<file path="src/inc/strain_panel_consts.svh">
// constants for the strain panel settings controller
`ifndef STRAIN_PANEL_CONSTS_SVH
`define STRAIN_PANEL_CONSTS_SVH
`define REF_MAX_DIGIT      4'h9
`define REF_RESET_VALUE    16'h2000
`define OPT_RESET_VALUE    16'h0000
`define OPT_COMP_POS       12
`define OPT_WIRE_POS       8
`define OPT_GAIN_POS       4
`define OPT_POINT_POS      0
`define GAIN_OFF           4'h0
`define GAIN_5V            4'h5
`define GAIN_8V            4'h8
`define GAIN_10V           4'h1
`define POINT_MAX          4'h3
`define BLINK_HALF_NS      250000000
`define CLOCK_PERIOD_NS    40
`endif

</file>
<file path="src/inc/strain_panel_pkg.sv">
// types for the strain panel settings controller
package strain_panel_pkg;
   typedef enum logic [1:0] {
      ed_idle = 2'b00,
      ed_ref  = 2'b01,
      ed_opt  = 2'b10
   } editor_t;
   typedef enum logic [2:0] {
      nq_idle   = 3'b000,
      nq_wire   = 3'b001,
      nq_comp   = 3'b010,
      nq_gain   = 3'b011,
      nq_null   = 3'b100
   } null_state_t;
   typedef struct packed {
      logic       short_press;
      logic       long_press;
      logic       turn_step;
      logic       turn_up;
   } knob_t;
   typedef struct packed {
      logic       start;
      logic       clear_comp;
      logic       keep_ref;
      logic       with_ref;
   } stage_cmd_t;
endpackage

</file>
<file path="src/rtl/strain_panel_settings.sv">
// settings editor and null sequencer for the strain amplifier front panel
// Behaviour
// - reference value 0 to 9999 microstrain held
// - four decimal digits, each 0 to 9
// - short press starts editor, top digit blinks
// - reference mode lights microstrain indicator
// - option mode darkens microstrain indicator
// - long press toggles reference and option mode
// - rotation changes only the blinking digit
// - short press moves blink one digit lower
// - last digit press stores reference, lights all
// - last digit press stores options, lights all
// - range, injection, null still work while editing
// - reference digit edits reach injection immediately
// - option digits: compensation, wiring, gain codes
// - lowest option digit sets point position
// - null runs wiring, compensation, gain, then null
// - gain only with voltage chosen, range off
// - compensation off clears old compensation on null
// - gain with injection finishes with reference applied
// - no gain: null balances including injection
`timescale 1ns/1ns
`default_nettype none
`include "strain_panel_consts.svh"
module strain_panel_settings #(
   parameter int BLINK_CYCLES = `BLINK_HALF_NS / `CLOCK_PERIOD_NS
) (
   // clock and reset
   input  wire logic                        clock,
   input  wire logic                        sys_rst,
   // operator knob, pulses from the debouncer on this clock
   input  wire strain_panel_pkg::knob_t     knob,
   // null pushbutton pin, asynchronous
   input  wire logic                        null_button,
   // panel switches, asynchronous
   input  wire logic                        range_is_off,
   input  wire logic                        ref_inject_on,
   // stage engine handshake
   input  wire logic                        stage_done,
   output strain_panel_pkg::null_state_t    null_stage,
   output strain_panel_pkg::stage_cmd_t     stage_cmd,
   output logic                             null_busy,
   // settings
   output logic [15:0]                      ref_value,
   output logic [15:0]                      ref_live,
   output logic [15:0]                      option_word,
   output logic                             lead_drop_compensation,
   output logic                             wiring_check,
   output logic [3:0]                       auto_gain_select,
   output logic [1:0]                       point_position,
   // display
   output logic [15:0]                      show_digits,
   output logic [3:0]                       blink_mask,
   output logic                             blink_phase,
   output logic                             unit_lamp,
   output logic                             all_segments,
   output logic [1:0]                       shown_point
);
   // refuse a blink period the counter cannot serve
   if (BLINK_CYCLES < 2) begin : g_blink_check
      $error("BLINK_CYCLES too small");
   end

   // step one bcd digit with wrap inside its legal set
   // used by every reference digit and both option switch digits
   function automatic logic [3:0] step_digit(input logic [3:0] d, input logic up, input logic [3:0] top);
      logic [3:0] r;
      r = d;
      // up past the top wraps to zero; down from zero or a stray code lands on the top
      if (up) r = (d >= top) ? 4'h0 : d + 4'h1;
      else    r = (d == 4'h0 || d > top) ? top : d - 4'h1;
      return r;
   endfunction

   // gain digit walks 0,5,8,1 only
   // the gain code is not ordinal, so it has its own walk
   function automatic logic [3:0] step_gain(input logic [3:0] d, input logic up);
      logic [3:0] r;
      r = `GAIN_OFF;
      // any stray code falls back to off rather than locking up
      unique case (d)
         `GAIN_OFF: r = up ? `GAIN_5V  : `GAIN_10V;
         `GAIN_5V:  r = up ? `GAIN_8V  : `GAIN_OFF;
         `GAIN_8V:  r = up ? `GAIN_10V : `GAIN_5V;
         `GAIN_10V: r = up ? `GAIN_OFF : `GAIN_8V;
         default:   r = `GAIN_OFF;
      endcase
      return r;
   endfunction

   // two-stage synchronisers for the pins
   // bit order: null button, range off, injection on
   // the knob arrives debounced on this clock, so it skips these
   // only the second stage is read; the first may be metastable
   logic [2:0] sync_a;                       // first stage
   logic [2:0] sync_b;                       // second stage
   logic       null_prev;                    // for edge of null button
   always_ff @(posedge clock) begin
      if (sys_rst) begin
         sync_a    <= 3'h0;
         sync_b    <= 3'h0;
         null_prev <= 1'b0;
      end else begin
         sync_a    <= {null_button, range_is_off, ref_inject_on};
         sync_b    <= sync_a;
         null_prev <= sync_b[2];
      end
   end
   logic null_press;                         // one pulse per press
   assign null_press = sync_b[2] & ~null_prev;

   // editor state
   // one working copy; the stored words change only on a final press
   // digit 3 is the most significant, digit 0 the least
   strain_panel_pkg::editor_t mode, next_mode;
   logic [1:0]  digit, next_digit;           // 3 is the top digit
   logic [15:0] work, next_work;             // digits being edited
   logic [15:0] next_ref_value;
   logic [15:0] next_option_word;
   logic        next_all_segments;

   // next values of the editor
   // priority: long press, then short press, then turn
   // every output gets a default so no latch can form
   always_comb begin
      next_mode         = mode;
      next_digit        = digit;
      next_work         = work;
      next_ref_value    = ref_value;
      next_option_word  = option_word;
      next_all_segments = all_segments;
      unique case (mode)
         strain_panel_pkg::ed_idle: begin
            // long presses and turns are ignored while idle
            if (knob.short_press) begin
               next_mode         = strain_panel_pkg::ed_ref;
               next_digit        = 2'd3;
               next_work         = ref_value;
               next_all_segments = 1'b0;
            end
         end
         default: begin
            if (knob.long_press) begin
               // switch buffer; unstored edits of the mode being left are dropped
               next_mode  = (mode == strain_panel_pkg::ed_ref) ? strain_panel_pkg::ed_opt
                                                               : strain_panel_pkg::ed_ref;
               next_work  = (mode == strain_panel_pkg::ed_ref) ? option_word : ref_value;
               next_digit = 2'd3;
            end else if (knob.short_press) begin
               if (digit == 2'd0) begin
                  // last digit: store, light all segments, leave
                  if (mode == strain_panel_pkg::ed_ref) next_ref_value = work;
                  else next_option_word = work;
                  next_all_segments = 1'b1;
                  next_mode         = strain_panel_pkg::ed_idle;
               end else begin
                  // more digits left: blink moves one lower
                  next_digit = digit - 2'd1;
               end
            end else if (knob.turn_step) begin
               // option digits: two switches, the gain code, then the point
               // only the blinking nibble is touched
               unique case (digit)
                  2'd3: next_work[15:12] = (mode == strain_panel_pkg::ed_ref)
                        ? step_digit(work[15:12], knob.turn_up, `REF_MAX_DIGIT)
                        : step_digit(work[15:12], knob.turn_up, 4'h1);
                  2'd2: next_work[11:8] = (mode == strain_panel_pkg::ed_ref)
                        ? step_digit(work[11:8], knob.turn_up, `REF_MAX_DIGIT)
                        : step_digit(work[11:8], knob.turn_up, 4'h1);
                  2'd1: next_work[7:4] = (mode == strain_panel_pkg::ed_ref)
                        ? step_digit(work[7:4], knob.turn_up, `REF_MAX_DIGIT)
                        : step_gain(work[7:4], knob.turn_up);
                  2'd0: next_work[3:0] = (mode == strain_panel_pkg::ed_ref)
                        ? step_digit(work[3:0], knob.turn_up, `REF_MAX_DIGIT)
                        : step_digit(work[3:0], knob.turn_up, `POINT_MAX);
               endcase
            end
         end
      endcase
   end

   // editor registers
   // reference resets to 2000, options to all off, digit to the top
   always_ff @(posedge clock) begin
      if (sys_rst) begin
         mode         <= strain_panel_pkg::ed_idle;
         digit        <= 2'd3;
         work         <= `REF_RESET_VALUE;
         ref_value    <= `REF_RESET_VALUE;
         option_word  <= `OPT_RESET_VALUE;
         all_segments <= 1'b0;
      end else begin
         mode         <= next_mode;
         digit        <= next_digit;
         work         <= next_work;
         ref_value    <= next_ref_value;
         option_word  <= next_option_word;
         all_segments <= next_all_segments;
      end
   end

   // blink timer, free running
   // limitation: not restarted on a digit move, so the first blink may be short
   // the phase flips each time the count wraps at BLINK_CYCLES
   // the counter runs through all modes; only the display uses the phase
   logic [$clog2(BLINK_CYCLES)-1:0] blink_count, next_blink_count;
   logic                            next_blink_phase;
   always_comb begin
      next_blink_count = blink_count + 1'b1;
      next_blink_phase = blink_phase;
      if (blink_count == ($clog2(BLINK_CYCLES))'(BLINK_CYCLES - 1)) begin
         next_blink_count = '0;
         next_blink_phase = ~blink_phase;
      end
   end
   always_ff @(posedge clock) begin
      if (sys_rst) begin
         blink_count <= '0;
         blink_phase <= 1'b0;
      end else begin
         blink_count <= next_blink_count;
         blink_phase <= next_blink_phase;
      end
   end

   // display outputs from flops
   // built from next values so the display never lags the state by a cycle
   // idle shows the stored reference, editing shows the working digits
   // the point preview shows the candidate before it is stored
   logic [15:0] next_show_digits;
   logic [3:0]  next_blink_mask;
   logic        next_unit_lamp;
   logic [1:0]  next_shown_point;
   logic [15:0] next_ref_live;
   always_comb begin
      next_show_digits = (next_mode == strain_panel_pkg::ed_idle) ? next_ref_value : next_work;
      next_blink_mask  = (next_mode == strain_panel_pkg::ed_idle) ? 4'h0 : 4'h1 << next_digit;
      next_unit_lamp   = (next_mode == strain_panel_pkg::ed_ref);
      // while the point digit is edited, show the candidate position
      next_shown_point = (next_mode == strain_panel_pkg::ed_opt && next_digit == 2'd0)
                         ? next_work[1:0] : next_option_word[1:0];
      // injection follows the edit at once, not the stored value
      next_ref_live    = (next_mode == strain_panel_pkg::ed_ref) ? next_work : next_ref_value;
   end
   always_ff @(posedge clock) begin
      if (sys_rst) begin
         show_digits  <= `REF_RESET_VALUE;
         blink_mask   <= 4'h0;
         unit_lamp    <= 1'b0;
         shown_point  <= 2'd0;
         ref_live     <= `REF_RESET_VALUE;
      end else begin
         show_digits  <= next_show_digits;
         blink_mask   <= next_blink_mask;
         unit_lamp    <= next_unit_lamp;
         shown_point  <= next_shown_point;
         ref_live     <= next_ref_live;
      end
   end

   // decoded option fields
   // read from the stored word, so unstored edits do not leak out
   assign lead_drop_compensation = option_word[`OPT_COMP_POS];
   assign wiring_check           = option_word[`OPT_WIRE_POS];
   assign auto_gain_select       = option_word[`OPT_GAIN_POS +: 4];
   assign point_position         = option_word[`OPT_POINT_POS +: 2];

   // null sequencer; runs regardless of the editor
   // compensation is always visited so an off option can clear the old value
   // gain_ran remembers whether the gain stage ran in this pass
   // the sequencer reads the decoded options at each step
   strain_panel_pkg::null_state_t nstate, next_nstate;
   logic gain_ran, next_gain_ran;            // gain stage ran this pass
   logic gain_ok;
   // gain needs a voltage code and range at off
   assign gain_ok = (auto_gain_select != `GAIN_OFF) && sync_b[1];

   always_comb begin
      next_nstate   = nstate;
      next_gain_ran = gain_ran;
      unique case (nstate)
         strain_panel_pkg::nq_idle: begin
            // presses while busy are ignored: only idle looks at the edge
            if (null_press) begin
               next_gain_ran = 1'b0;
               // first enabled stage; compensation always runs so it can clear
               next_nstate = wiring_check ? strain_panel_pkg::nq_wire : strain_panel_pkg::nq_comp;
            end
         end
         // wiring check done, compensation next
         strain_panel_pkg::nq_wire: begin
            if (stage_done) next_nstate = strain_panel_pkg::nq_comp;
         end
         // gain only when both conditions hold, else straight to the null
         strain_panel_pkg::nq_comp: begin
            if (stage_done) begin
               next_nstate   = gain_ok ? strain_panel_pkg::nq_gain : strain_panel_pkg::nq_null;
               next_gain_ran = gain_ok;
            end
         end
         // gain done, the resistance null closes the pass
         strain_panel_pkg::nq_gain: begin
            if (stage_done) next_nstate = strain_panel_pkg::nq_null;
         end
         // pass complete, back to idle
         strain_panel_pkg::nq_null: begin
            if (stage_done) next_nstate = strain_panel_pkg::nq_idle;
         end
         // stray state codes recover to idle
         default: next_nstate = strain_panel_pkg::nq_idle;
      endcase
   end

   // stage command registered toward the engine
   // start pulses one cycle, on the same edge the stage is entered
   // clear_comp for every cycle of the compensation stage with the option off
   // keep_ref and with_ref follow the synchronised injection switch
   strain_panel_pkg::stage_cmd_t next_stage_cmd;
   always_comb begin
      next_stage_cmd       = '0;
      next_stage_cmd.start = (next_nstate != nstate) && (next_nstate != strain_panel_pkg::nq_idle);
      // compensation stage with option off only wipes the old value
      next_stage_cmd.clear_comp = (next_nstate == strain_panel_pkg::nq_comp) && !lead_drop_compensation;
      next_stage_cmd.keep_ref   = next_gain_ran && sync_b[0];
      next_stage_cmd.with_ref   = (next_nstate == strain_panel_pkg::nq_null)
                                  && !next_gain_ran && sync_b[0];
   end
   always_ff @(posedge clock) begin
      if (sys_rst) begin
         nstate    <= strain_panel_pkg::nq_idle;
         gain_ran  <= 1'b0;
         stage_cmd <= '0;
      end else begin
         nstate    <= next_nstate;
         gain_ran  <= next_gain_ran;
         stage_cmd <= next_stage_cmd;
      end
   end
   // stage and busy are plain decodes of the state register
   assign null_stage = nstate;
   assign null_busy  = (nstate != strain_panel_pkg::nq_idle);
endmodule // strain_panel_settings
`default_nettype wire

</file>
<file path="config.mk">
export PLATFORM = sky130hd
export DESIGN_NAME = strain_panel_settings
export DESIGN_NICKNAME = d
export VERILOG_FILES = /design/src/inc/strain_panel_pkg.sv /design/src/rtl/strain_panel_settings.sv
export VERILOG_INCLUDE_DIRS = /design/src /design/src/inc
export SDC_FILE = /design/constraint.sdc
export NUM_CORES = 1
export LEC_CHECK = 0
export ABC_AREA = 1
export BUFFER_PORTS_ARGS = -buffer_cell sky130_fd_sc_hd__buf_4
export CORE_MARGIN = 10
export CORE_UTILIZATION = 60
export DETAILED_ROUTE_END_ITERATION = 10
export PLACE_DENSITY = 0.87
export SETUP_SLACK_MARGIN = 0.2
export SYNTH_ARGS = -nofsm -noshare
export SYNTH_HDL_FRONTEND = slang
export SYNTH_SLANG_ARGS = --single-unit
</file>
<file path="constraint.sdc">
create_clock -name clock -period 3.3 [get_ports clock]
set_clock_uncertainty 0.05 [all_clocks]
set_input_delay 0.99 -clock clock [delete_from_list [all_inputs] [get_ports clock]]
set_output_delay 0.99 -clock clock [all_outputs]
set_load 0.02 [all_outputs]
</file>
### Word level (Yosys, flattened, before mapping)

Index checks and enable logic that the tools add are counted.
Widths: inputs -> output; s select.

| word-level totals | value |
|---|---|
| bits in registers | 131 |
| input bits | 10 |
| logic and storage cells | 185 |

| operators by class | value |
|---|---|
| add/sub/neg operators | 10 |
| order comparisons | 14 |
| equality and inequality tests | 18 |
| shifts and indexed selects | 1 |
| muxes and demuxes | 80 |
| bitwise logic cells | 6 |
| reductions and logical operators | 33 |

Operators by type and width:

| kind | count |
|---|---|
| $mux 16 | 13 |
| $mux 4 | 31 |
| $mux 2 | 18 |
| $mux 3 | 8 |
| $add 23x1->23 const B | 1 |
| $eq 23x23->1 const B | 1 |
| $add 4x1->4 const B | 4 |
| $ge 4x4->1 const B | 4 |
| $gt 4x4->1 const B | 4 |
| $logic_not 4->1 | 4 |
| $pmux 4 s4 | 1 |
| $sub 4x1->4 const B | 4 |
| $pmux 3 s5 | 1 |
| $eq 3x2->1 const B | 3 |
| $ge 4x1->1 const B | 2 |
| $gt 4x1->1 const B | 2 |
| $logic_not 2->1 | 4 |
| $logic_and 1x1->1 | 7 |
| $logic_or 1x1->1 | 7 |
| $mux 1 | 7 |
| $eq 2x1->1 const B | 3 |
| $eq 2x2->1 const B | 3 |
| $eq 3x3->1 const B | 2 |
| $reduce_bool 3->1 | 2 |
| 20 further kinds | 26 |

### Depth between registers and ports, before layout

Gate-level depths: netlist of the first run.

| logic depth | value |
|---|---|
| word-level depth | 11 |
| mapped depth | 16 |
| mapped depth without buffers | 16 |

### Worst setup path before layout of the first run

Ideal clock, no wire load.

| timing | value |
|---|---|
| kind | input to register |
| start point | input port knob[3] (netlist bit) |
| end point | register show_digits[14] |
| setup time | 0.115 ns |
| arrival time | 2.128 ns |
| slack | 1.007 ns |
| stages | 11 |
| buffers on the path | 1 |
| cell sequence | buf_2 inv_2 nand2_1 nor3_2 o211ai_1 o21ai_0 a21oi_1 o21ai_2 nand3_1 o21ai_0 inv_1 |

| on the way | value |
|---|---|
| word-level cells in the longest chain between the ends | 5 |

Ends and longest elaborated chain:

| what | line | RTL |
|---|---|---|
| start, declared | strain_panel_settings.sv:32 | `input wire strain_panel_pkg::knob_t knob,` |
| $mux 2 | strain_panel_settings.sv:149 | `end else if (knob.short_press) begin` |
| $mux 2 | strain_panel_settings.sv:143 | `if (knob.long_press) begin` |
| $mux 2 | strain_panel_settings.sv:132 | `unique case (mode)` |
| $logic_not 2->1 | strain_panel_settings.sv:236 | `next_show_digits = (next_mode == strain_panel_pkg::ed_idle) ? next_ref_value : next_work;` |
| $mux 16 (*) | strain_panel_settings.sv:236 |  |
| end signal, assigned | strain_panel_settings.sv:247 | `` show_digits <= `REF_RESET_VALUE; `` |
| end signal, assigned | strain_panel_settings.sv:253 | `show_digits <= next_show_digits;` |
| end, declared | strain_panel_settings.sv:52 | `output logic [15:0] show_digits,` |

Mark *: on every way between the ends. The rest lies on a longest branch, timed or not.
A chain may end at the register's enable or synchronous reset.

### Final worst setup path of the first run

| timing | value |
|---|---|
| start point | input port knob[3] (netlist bit) |
| end point | register blink_mask[0] |

| on the way | value |
|---|---|
| word-level cells in the longest chain between the ends | 5 |

Ends and longest elaborated chain:

| what | line | RTL |
|---|---|---|
| $mux 2 | strain_panel_settings.sv:149 |  |
| $mux 2 | strain_panel_settings.sv:143 |  |
| $mux 2 | strain_panel_settings.sv:132 |  |
| $logic_not 2->1 | strain_panel_settings.sv:237 | `next_blink_mask = (next_mode == strain_panel_pkg::ed_idle) ? 4'h0 : 4'h1 << next_digit;` |
| $reduce_or 2->1 (no source line) | -- |  |
| end signal, assigned | strain_panel_settings.sv:254 | `blink_mask <= next_blink_mask;` |
| end, declared | strain_panel_settings.sv:53 | `output logic [3:0] blink_mask,` |

Several ways; a longest one is shown, not always the timed one.

==> key figures, run 1 <==
Outcome
  – Status: complete, no violations

Logic synthesis
  – Asr flop ratio synth: 0%
  – Synth Area in Simple Gates: 26.9%
  – Compound-Gate Fraction of Synth Area: 18.0%
  – Mapped Cells: 1,001
  – Top cells by area, synth: dfxtp_1, nand2_1, inv_1
  – Most common library cells after synthesis: nand2_1, inv_1, dfxtp_1
  – FF+latch count, synth: ~130
  – Adder-cell share of the synthesized area: 2.55%
  – Post-Synthesis Cell Area: roughly 6900 sq um
  – Netlist cell types: 50
  – Synth Flop Type: dfxtp_1
  – Area leader, netlist: dfxtp_1
  – Net Count, Synth: about 1,000
  – Synthesized area per cell: roughly 6.9 sq um
  – Post-synthesis sequential area ratio: roughly two fifths
  – Multiplexer share of the synthesized area: 0.146%
  – YS warnings: 0
  – Count leader, synth: nand2_1
  – Combinational family with the most area after synthesis: simple AND/OR/NAND/NOR gates
  – Xor/xnor cell area share of the yosys netlist: 2.04%
  – Top-area cell type share of the netlist area: 38.2%
  – Post-synth EDFFs: 0

Power and ir drop
  – Flop pwr share: 39.4%
  – Internal power: a little over 3000 uW
  – Peak VDD IR: between 0.4 and 0.5 mV
  – PD cells: between 500 and 600 nW/um^2
  – Sw frac: between 20% and 30%
  – Combinational Power Share: roughly 16%
  – Net Switching: ~1200 uW
  – Clock power frac: approximately 44%
  – LEAKAGE: a little under 0.004 uW

Placement
  – Placed cells: about 1,200
  – Routability Congestion: 0.965
  – Port Buffers: between 90 and 100
  – DPL Wire Length: ~15 mm

Routing
  – WL/cell: around 17 microns
  – DRC viols: 0
  – Final wirelength: about 21 mm
  – First DRT Iteration DRCs: about 1,100
  – First-pass iteration count of the detailed router: 6
  – Vias: 7,195
  – Remaining antenna violation count: 0
  – Vias/cell: roughly 5.8

Finish
  – Final #Nets: between 1,000 and 1,500
  – Layout cell share with drive strength beyond 1: roughly 16%
  – Finished Layout Cells: 1,232
  – Area added between synthesis and finish: 19.5%
  – N_diodes: 0

Critical path
  – Endpoint class of the critical path: register
  – CP startpoint: knob[3]
  – WS Path Type: in -> reg
  – Worst path required time: about 3600 ps
  – CP Launch Type: input port
  – Maximum fanout along the worst path: 35
  – FF-to-FF setup slack: between 800 and 900 ps
  – Reg2reg path depth: 10
  – Reg-to-Reg End: show_digits[13]$_SDFF_PP1_
  – R2r startpoint: mode[1]$_SDFF_PP0_
  – CP Data Arrival Time: roughly 2800 ps

Timing
  – Final period utilization: 75.7%
  – Normalized max-slew margin: between 50 and 60%
  – Minimum clock period: about 2500 ps
  – Worst-margin pin slew: ~750 ps
  – RSZ-0062 raised after global routing: false
  – F_max: between 400 and 500 MHz
  – Final Max Slew Viols: 0
  – TNS Setup: 0 ps
  – Final number of setup-violating endpoints: 0
  – Fin. Hold Viols: 0

Floorplanning
  – Row Count: 38
  – Initial core utilization: slightly above 60%
  – DIE HEIGHT: between 100 and 150 microns
  – Die width: about 130 microns
  – Core Area: 11,000 sq um
  – Io pins: about 100
  – Die area: roughly 16,000 sq um

Global route
  – Global-route wire length before repair: 32.9 mm
  – Tot GR Track Use: between 20% and 30%
  – Gr ovfl total: 0
  – Initial antenna violation count: 0
  – Number of global-route vias before repair: approximately 6,600
  – Largest net degree at the start of global routing: 37

Worst hold path
  – Worst hold start: sync_a[2]$_SDFF_PP0_
  – Hold EP: sync_b[2]$_SDFF_PP0_
  – Hold crit path type: reg -> reg
  – Min-Delay Path Depth: 2

CTS
  – Clock Sinks: approximately 130
  – Setup Buffers After CTS: 0
  – TritonCTS clock tree: yes
  – Worst-Skew Late Latency: ~430 ps
  – CTS max path bufs: 2
  – # H-tree levels: 4
  – Clock buffer count from CTS: 17
  – Gates resized, CTS repair: 0
  – Post-CTS Hold Buffers: 0
  – Clk root buf: clkbuf_16
  – Clk slew on worst S/H paths: 60 ps

Flow run
  – Max-cap violation count: 0
==> how the worst max path moves through the flow <==
stage,endpoint,depth (start not counted)
floorplan,show_digits[14]$_SDFF_PP0_,11
global placement,show_digits[14]$_SDFF_PP0_,10
detailed placement,show_digits[5]$_SDFF_PP0_,10
CTS,null_busy,5
global route,ref_live[12]$_SDFF_PP0_,12
finish,blink_mask[0]$_SDFF_PP0_,11
==> cell type report <==
cell class | count | area, sq um
clock inverter | 9 | 118
fill | 871 | 2830
multi-input combinational | 669 | 3410
tap | 140 | 175
timing repair buffer | 106 | 796
sequential | 131 | 2620
clock buffer | 23 | 498
inverter | 154 | 581
==> worst max-delay path, cell delays in order <==
cell	delay, ps
buf_4	310
inv_2	140
nor2_2	190
inv_2	70
o211ai_2	100
nor2_1	100
inv_2	270
nand2_4	190
inv_2	200
nand2_1	100
nor2_1	110
==> registers in the layout (all words and copies together), names as in the netlist, 2 cells and up <==
register,flops
blink_count,23
blink_mask,4
digit,2
mode,2
null_stage,3
option_word,16
ref_live,16
ref_value,16
show_digits,16
shown_point,2
stage_cmd,4
sync_a,3
sync_b,3
work,16
==> stage by stage <==
stage	instance area [sq um]	setup slack [ps]	util, %	hold WS, ps	power (uW)
3_3_place_gp	7580	515	68.7	341	2430
2_1_floorplan	6860	1010	-	338	2220
4_1_cts	8200	829	74.3	370	4350
5_1_grt	8200	632	74.3	377	4510
3_5_place_dp	7580	444	68.7	349	2440
6_report	8200	801	74.3	364	4360
==> cell families (layout without fill, tap and decap cells) <==
group / Yosys count / after routing
xor gates and xnor gates: 16 / 16
AOI/OAI and AO/OA: 221 / 221
DFF: 131 / 131
and+or+nand+nor: 417 / 417
muxes: 1 / 1
adders and majority gates: 14 / 14
buffers and inverters: 201 / 292
==> metal layers <==
layer / GRT usage, % / part of all wire [%]
met3: 7.16 / 9.4
met1: 30.0 / 41
met4: 11.9 / 4.1
met5: 0 / 0
met2: 39.5 / 46
==> placed cells by master, fill, tap and decap left out, types with 3 or more instances in the layout <==
master        n
o211ai_1      5
xor2_1       10
clkbuf_16    17
a21oi_1      94
ha_1         14
nand3_1      67
nand2_2       3
o21ai_0      80
nor4_1        3
inv_1       142
o21ai_1       8
clkinvlp_4    3
xnor2_1       6
a211oi_1      3
nor3_1       17
o31ai_1       3
nand2_1     192
a31oi_1       4
nor2_4        3
inv_2        11
nand4_1      17
dfxtp_1     131
o21a_1        3
nor2_1       99
nor3_2        3
o22ai_1       4
clkbuf_8      5
buf_4       106
a221oi_1      5
==> power by group through the flow <==
stage               logic, uW  clock network, uW  registers [uW]
finish                    711               1930            1720
detailed placement        693                  0            1750
floorplan                 434                  0            1790
global route              782               2010            1720
global placement          680                  0            1750
CTS                       699               1940            1720
No activity file was read; power rests on OpenSTA's default activity.
==> inputs of run 2 (changes only) <==
--- a/config.mk
+++ b/config.mk
@@ -9,9 +9,9 @@
 export ABC_AREA = 1
 export BUFFER_PORTS_ARGS = -buffer_cell sky130_fd_sc_hd__buf_4
 export CORE_MARGIN = 10
-export CORE_UTILIZATION = 60
+export CORE_UTILIZATION = 52
 export DETAILED_ROUTE_END_ITERATION = 10
-export PLACE_DENSITY = 0.87
+export PLACE_DENSITY = 0.8
 export SETUP_SLACK_MARGIN = 0.2
 export SYNTH_ARGS = -nofsm -noshare
 export SYNTH_HDL_FRONTEND = slang
==> constraint.sdc (replaced) <==
create_clock -name clock -period 2.1 [get_ports clock]
set_clock_uncertainty 0.05 [all_clocks]
set_input_delay 0.63 -clock clock [delete_from_list [all_inputs] [get_ports clock]]
set_output_delay 0.63 -clock clock [all_outputs]
set_load 0.02 [all_outputs]
==> run 2 against run 1 <==
Die area is 13% higher. Critical path depth is 6 lower. Non-clock buffer count is 66 higher. Cell count is 8.0% higher. Wire length is 8.2% higher. Sequential cell count stayed put. Combinational power is 98% higher. Clock power is 50% higher. Sequential power is 56% higher. Global-route usage is 1.4 points lower. Clock-buffer cell count is 5 lower. Core utilization is 2.5 points lower. Critical path type is now reg -> out.
==> key figures, run 2 (same netlist as run 1, synthesis figures left out) <==
Floorplanning
  – Row Count: 41 (+7.9%)
  – Die width: 135 microns (+6.2%)
  – Die area: 18,200 sq um (+13%)
  – Core Area: 12,800 sq um (+16%)
  – Io pins: 99 (unchanged)
  – Initial core utilization: 53.7% (-8.5 points)
  – DIE HEIGHT: 135 microns (+6.2%)

Critical path
  – WS Path Type: reg -> out
  – Maximum fanout along the worst path: 3 (-91%)
  – Crit-path cells: inv_4 > nand2_4 > nor2_4 > inv_2 > buf_6
  – CP bufs+invs: 3 (-2)
  – CP Data Arrival Time: 1170 ps (-1640 ps)
  – CP top delay family: flip-flops
  – Worst path required time: 1420 ps (-2190 ps)
  – Worst path slowest cell: dfxtp_4
  – Endpoint class of the critical path: primary output
  – CP Launch Type: register
  – CP max stage delay: 360 ps (+50 ps)
  – FF-to-FF setup slack: 270 ps (-540 ps)

Timing
  – Final number of setup-violating endpoints: 0 (unchanged)
  – Fin. Hold Viols: 0 (unchanged)
  – F_max: roughly 540 MHz
  – Worst hold margin: 350 ps (-13.8 ps)
  – RSZ-0062 raised after global routing: true
  – Final worst setup slack: 249 ps (-552 ps)
  – Final period utilization: between 80% and 90%
  – Minimum clock period: between 1500 and 2000 ps
  – Final Max Slew Viols: 0 (unchanged)
  – Normalized max-slew margin: 67.2% (+17 points)
  – Worst-margin pin slew: 487 ps (-260 ps)

Finish
  – Commonest non-fill, non-tap cell in the layout: nand2_1
  – Finished Layout Cells: 1,330 (+8.0%)
  – Area added between synthesis and finish: 33.6%
  – # fillers: 1,009 (+16%)
  – Commonest non-fill, non-tap cells in the layout: nand2_1, buf_4, inv_1
  – Layout cell share with drive strength beyond 1: 28.3% (+12 points)
  – Fin area: 9170 sq um (+12%)
  – Final #Nets: 1,169 (+6.0%)
  – N_diodes: 0 (unchanged)
  – Largest Register: blink_count
  – Largest register FFs: 23 (unchanged)

Outcome
  – Status: complete, no violations

Placement
  – Placed cells: 1,281 (+6.8%)
  – DPL Wire Length: 16.3 mm (+9.7%)
  – Port Buffers: 98 (unchanged)
  – Area post-placement: 8030 sq um (+5.9%)
  – Post-Place Setup Slack: -52.9 ps (-497 ps)
  – Routability Congestion: 1.02 (+5.6%)

Global route
  – M3 GR Usage: 6.23% (-0.93 points)
  – Met2 Usage GRT: 38.5% (-1.0 points)
  – Met1 Use GR: 27.4% (-2.6 points)
  – Gr ovfl total: 0 (unchanged)
  – Tot GR Track Use: 23.4% (-1.4 points)
  – Initial antenna violation count: 0 (unchanged)
  – Largest net degree at the start of global routing: 57 (+54%)
  – Number of global-route vias before repair: 6,801 (+2.8%)
  – Busiest grt layer: met2
  – Global-route wire length before repair: 34.2 mm (+4.0%)

CTS
  – Clk root buf: clkbuf_16
  – Clock Sinks: 131 (unchanged)
  – Clock buffer count from CTS: 17 (unchanged)
  – Post-CTS Hold Buffers: 0 (unchanged)
  – CTS max path bufs: 2 (unchanged)
  – TritonCTS clock tree: yes
  – # H-tree levels: 4 (unchanged)
  – Worst-Skew Late Latency: 430 ps (about the same)
  – Clk slew on worst S/H paths: 60 ps (about the same)

Routing
  – First DRT Iteration DRCs: 714 (-33%)
  – DRC viols: 0 (unchanged)
  – Final wirelength: 22.2 mm (+8.2%)
  – Vias/cell: 5.61 (-3.9%)
  – WL/cell: 16.7 microns (+0.25%)
  – Remaining antenna violation count: 0 (unchanged)
  – First-pass iteration count of the detailed router: 6 (unchanged)
  – Vias: 7,461 (+3.7%)

Power and ir drop
  – LEAKAGE: 0.00434 uW (+11%)
  – Power Total: 6990 uW (+60%)
  – Peak VDD IR: 0.727 mV (+53%)
  – PD cells: 763 nW/um^2 (+43%)

Flow run
  – Max-cap violation count: 0 (unchanged)

Worst hold path
  – Hold crit path type: in -> reg
==> run 2: area by class of cell <==
cell class                      count  area, sq um  area share (%)
Timing Repair Buffer              172         1330            14.5
Tap cell                          172          215            2.35
Inverter                          154          612            6.67
Multi-Input combinational cell    669         3770            41.1
Clock inverter                     14          141            1.54
Sequential cell                   131         2660            29.0
Clock buffer                       18          439            4.79
==> run 2: worst paths after layout <==
kind | start | to | cells after the start
max | null_stage[2]$_SDFF_PP0_ | null_busy | 5
max reg2reg | work[14]$_SDFF_PP0_ | show_digits[14]$_SDFF_PP0_ | 11
min | ref_inject_on | sync_a[0]$_SDFF_PP0_ | 3
min reg2reg | sync_a[2]$_SDFF_PP0_ | sync_b[2]$_SDFF_PP0_ | 2
==> run 2: metrics by stage <==
step,util (%),setup TNS [ps]
4_1_cts,68.2,0
6_report,71.8,0
5_1_grt,71.8,0
3_3_place_gp,62.9,-3.15
2_1_floorplan,-,0
3_5_place_dp,62.9,-187
==> run 2: timing repair <==
action / CTS / global route
setup endpoints to repair: 29 / 56
pin swaps: 2 / 27
gates resized for setup: 22 / 118
buffers inserted: 6 / 11
==> run 2: where the power goes <==
group	internal, uW	total [uW]	switching [uW]
clock network	1690	2900	1200
logic	535	1410	872
registers	2610	2690	82.0
total	4830	6990	2160
==> run 2: routing by layer <==
layer,share of wire (%),routed length (microns)
met1,38,8520
met2,48,10700
met3,9.1,2020
met4,4.5,1010
met5,0,0
==> run 2: worst min-delay path, stage by stage <==
cell and delay, ps:
buf_4 80, inv_1 30, nor2_1 60
==> inputs of run 3 (changes only) <==
--- a/config.mk
+++ b/config.mk
@@ -9,9 +9,9 @@
 export ABC_AREA = 1
 export BUFFER_PORTS_ARGS = -buffer_cell sky130_fd_sc_hd__buf_4
 export CORE_MARGIN = 10
-export CORE_UTILIZATION = 52
+export CORE_UTILIZATION = 60
 export DETAILED_ROUTE_END_ITERATION = 10
-export PLACE_DENSITY = 0.8
+export PLACE_DENSITY = 0.87
 export SETUP_SLACK_MARGIN = 0.2
 export SYNTH_ARGS = -nofsm -noshare
 export SYNTH_HDL_FRONTEND = slang
==> constraint.sdc (replaced) <==
create_clock -name clock -period 2.4 [get_ports clock]
set_clock_uncertainty 0.05 [all_clocks]
set_input_delay 0.72 -clock clock [delete_from_list [all_inputs] [get_ports clock]]
set_output_delay 0.72 -clock clock [all_outputs]
set_load 0.02 [all_outputs]
==> run 3 against run 2 <==
Hold slack gained 7.8 ps. Register-to-register slack gained 90 ps. Non-clock buffer count shrank 49. Die area shrank 11%. Critical path depth is the same. Global-route usage grew 1.5 points. Worst setup slack gained 18 ps. Sequential cell count is the same. Cell area shrank 9.3%. First-iteration DRC count grew 16%. Clock power shrank 20%.
==> key figures, run 3 (same netlist as run 1, synthesis figures left out) <==
Worst hold path
  – Hold crit path type: reg -> reg
  – Min-Delay Path Depth: 2 (-1)
  – Hold EP: sync_b[2]$_SDFF_PP0_
  – Worst hold start: sync_a[2]$_SDFF_PP0_

Timing
  – Final period utilization: between 80% and 90%
  – TNS Setup: 0 ps (unchanged)
  – Fin. Hold Viols: 0 (unchanged)
  – Worst-margin pin slew: 548 ps (+60.9 ps)
  – RSZ-0062 raised after global routing: true
  – Final number of setup-violating endpoints: 0 (unchanged)
  – Minimum clock period: around 2100 ps
  – Final Max Slew Viols: 0 (unchanged)
  – Normalized max-slew margin: 63.4% (-3.8 points)
  – Final worst setup slack: 267 ps (+17.7 ps)
  – F_max: about 470 MHz

Outcome
  – Status: complete, no violations

Placement
  – Port Buffers: 98 (unchanged)
  – Post-Place Setup Slack: 119 ps (+172 ps)
  – Routability Congestion: 0.984 (-3.5%)
  – DPL Wire Length: 15.1 mm (-6.9%)

CTS
  – Clk root buf: clkbuf_16
  – Clock buffer count from CTS: 17 (unchanged)
  – Clock Sinks: 131 (unchanged)
  – # H-tree levels: 4 (unchanged)
  – Worst-Skew Late Latency: 430 ps (about the same)
  – TritonCTS clock tree: yes
  – Clk slew on worst S/H paths: 50 ps (about the same)
  – Post-CTS Hold Buffers: 0 (unchanged)
  – CTS max path bufs: 2 (unchanged)

Critical path
  – Crit-path cells: inv_2 > nand2_1 > nor2_2 > inv_1 > buf_4
  – WS Path Type: reg -> out
  – R2r startpoint: work[13]$_SDFF_PP1_
  – FF-to-FF setup slack: 360 ps (+90 ps)
  – Worst path required time: 1630 ps (+210 ps)
  – Worst path slowest cell: dfxtp_1
  – CP startpoint: null_stage[0]$_SDFF_PP0_
  – Maximum fanout along the worst path: 5 (+2)
  – Reg2reg path depth: 11 (unchanged)
  – Reg-to-Reg End: show_digits[13]$_SDFF_PP1_
  – CP max stage delay: 350 ps (about the same)
  – CP Data Arrival Time: 1360 ps (+190 ps)
  – Endpoint class of the critical path: primary output
  – CP Launch Type: register

Routing
  – Vias/cell: 5.71 (+1.8%)
  – DRC viols: 0 (unchanged)
  – Remaining antenna violation count: 0 (unchanged)
  – Vias: 7,126 (-4.5%)
  – WL/cell: 16.5 microns (-1.3%)
  – Final wirelength: 20.6 mm (-7.4%)
  – First-pass iteration count of the detailed router: 6 (unchanged)
  – First DRT Iteration DRCs: 826 (+16%)

Finish
  – Area added between synthesis and finish: 21.3%
  – Largest register FFs: 23 (unchanged)
  – Commonest non-fill, non-tap cells in the layout: nand2_1, inv_1, dfxtp_1
  – Largest Register: blink_count
  – # fillers: 838 (-17%)
  – Layout cell share with drive strength beyond 1: 18.6% (-9.7 points)
  – N_diodes: 0 (unchanged)
  – Commonest non-fill, non-tap cell in the layout: nand2_1
  – Final core occ: 75.4% (+3.6 points)
  – Final #Nets: 1,120 (-4.2%)

Floorplanning
  – Row Count: 38 (-7.3%)
  – Die area: 16,100 sq um (-11%)
  – Die width: 127 microns (-5.9%)
  – Initial core utilization: 62.2% (+8.5 points)
  – DIE HEIGHT: 127 microns (-5.9%)
  – Io pins: 99 (unchanged)
  – Core Area: 11,000 sq um (-14%)

Power and ir drop
  – LEAKAGE: 0.00398 uW (-8.1%)
  – Power Total: 5710 uW (-18%)
  – PD cells: 687 nW/um^2 (-10%)
  – Peak VDD IR: 0.608 mV (-16%)

Global route
  – Gr ovfl total: 0 (unchanged)
  – Tot GR Track Use: 24.9% (+1.5 points)
  – Global-route wire length before repair: 33.0 mm (-3.6%)
  – Initial antenna violation count: 0 (unchanged)
  – Number of global-route vias before repair: 6,682 (-1.7%)
  – Largest net degree at the start of global routing: 57 (unchanged)

Flow run
  – Max-cap violation count: 0 (unchanged)
[run 3: changes by cell type in the layout (fill, tap and decap cells not counted), moves of 6 or more]
cell / previous run / this run
a21oi_1: 86 / 92
buf_4: 166 / 120
dfxtp_1: 114 / 128
dfxtp_2: 11 / 3
dfxtp_4: 6 / 0
ha_1: 6 / 14
ha_4: 6 / 0
inv_1: 126 / 138
inv_2: 20 / 14
nand2_1: 178 / 188
nand3_1: 59 / 67
nand3_2: 9 / 1
o21ai_0: 68 / 80
o21ai_1: 14 / 8
[run 3: repair_timing]
item / CTS / global route
buffers inserted: 0 / 1
endpoints found under the hold margin: 0 / 0
setup endpoints to repair: 0 / 48
resized for setup: 0 / 16
[run 3: layout make-up]
type                    instances  area (sq um)  share of cell area (%)
inverters                     154           584                    7.02
well taps                     140           175                    2.11
multi-input cells             669          3440                    41.3
flip-flops and latches        131          2630                    31.6
clock buffers                  20           457                    5.49
repair buffers                123           961                    11.6
clock inverters                11          77.6                   0.933
[run 3: critical path: cells and delay by family, from the launching register on]
| family | cells | cell delay (ps) |
|---|---|---|
| DFF | 1 | 350 |
| buffers and inverters | 3 | 310 |
| and+or+nand+nor | 2 | 270 |
[run 3: stage by stage]
step	hold slack, ps	cells	cell area [sq um]
CTS	360	1247	8270
floorplan	338	1001	6860
global placement	339	1216	7740
finish	358	1248	8320
detailed placement	351	1216	7740
global route	377	1248	8320
[run 3: worst max path at each step]
stage	endpoint	slack, ps	cells past startpoint
detailed placement	ref_live[15]$_SDFF_PP0_	120	11
global placement	ref_live[12]$_SDFF_PP0_	120	12
global route	shown_point[1]$_SDFF_PP0_	170	15
floorplan	show_digits[14]$_SDFF_PP0_	380	11
CTS	null_busy	200	5
finish	null_busy	270	5
[run 3: where the power goes]
group          internal, uW  switching [uW]  total, uW
logic                   362             672       1030
clock network          1370             962       2330
registers              2280            69.6       2350
[run 3: per-layer routing]
layer  wire length, microns  global-route usage [%]
met4                    796                    12.1
met1                   8090                    29.5
met5                      0                       0
met2                   9440                    39.5
met3                   2250                    8.37
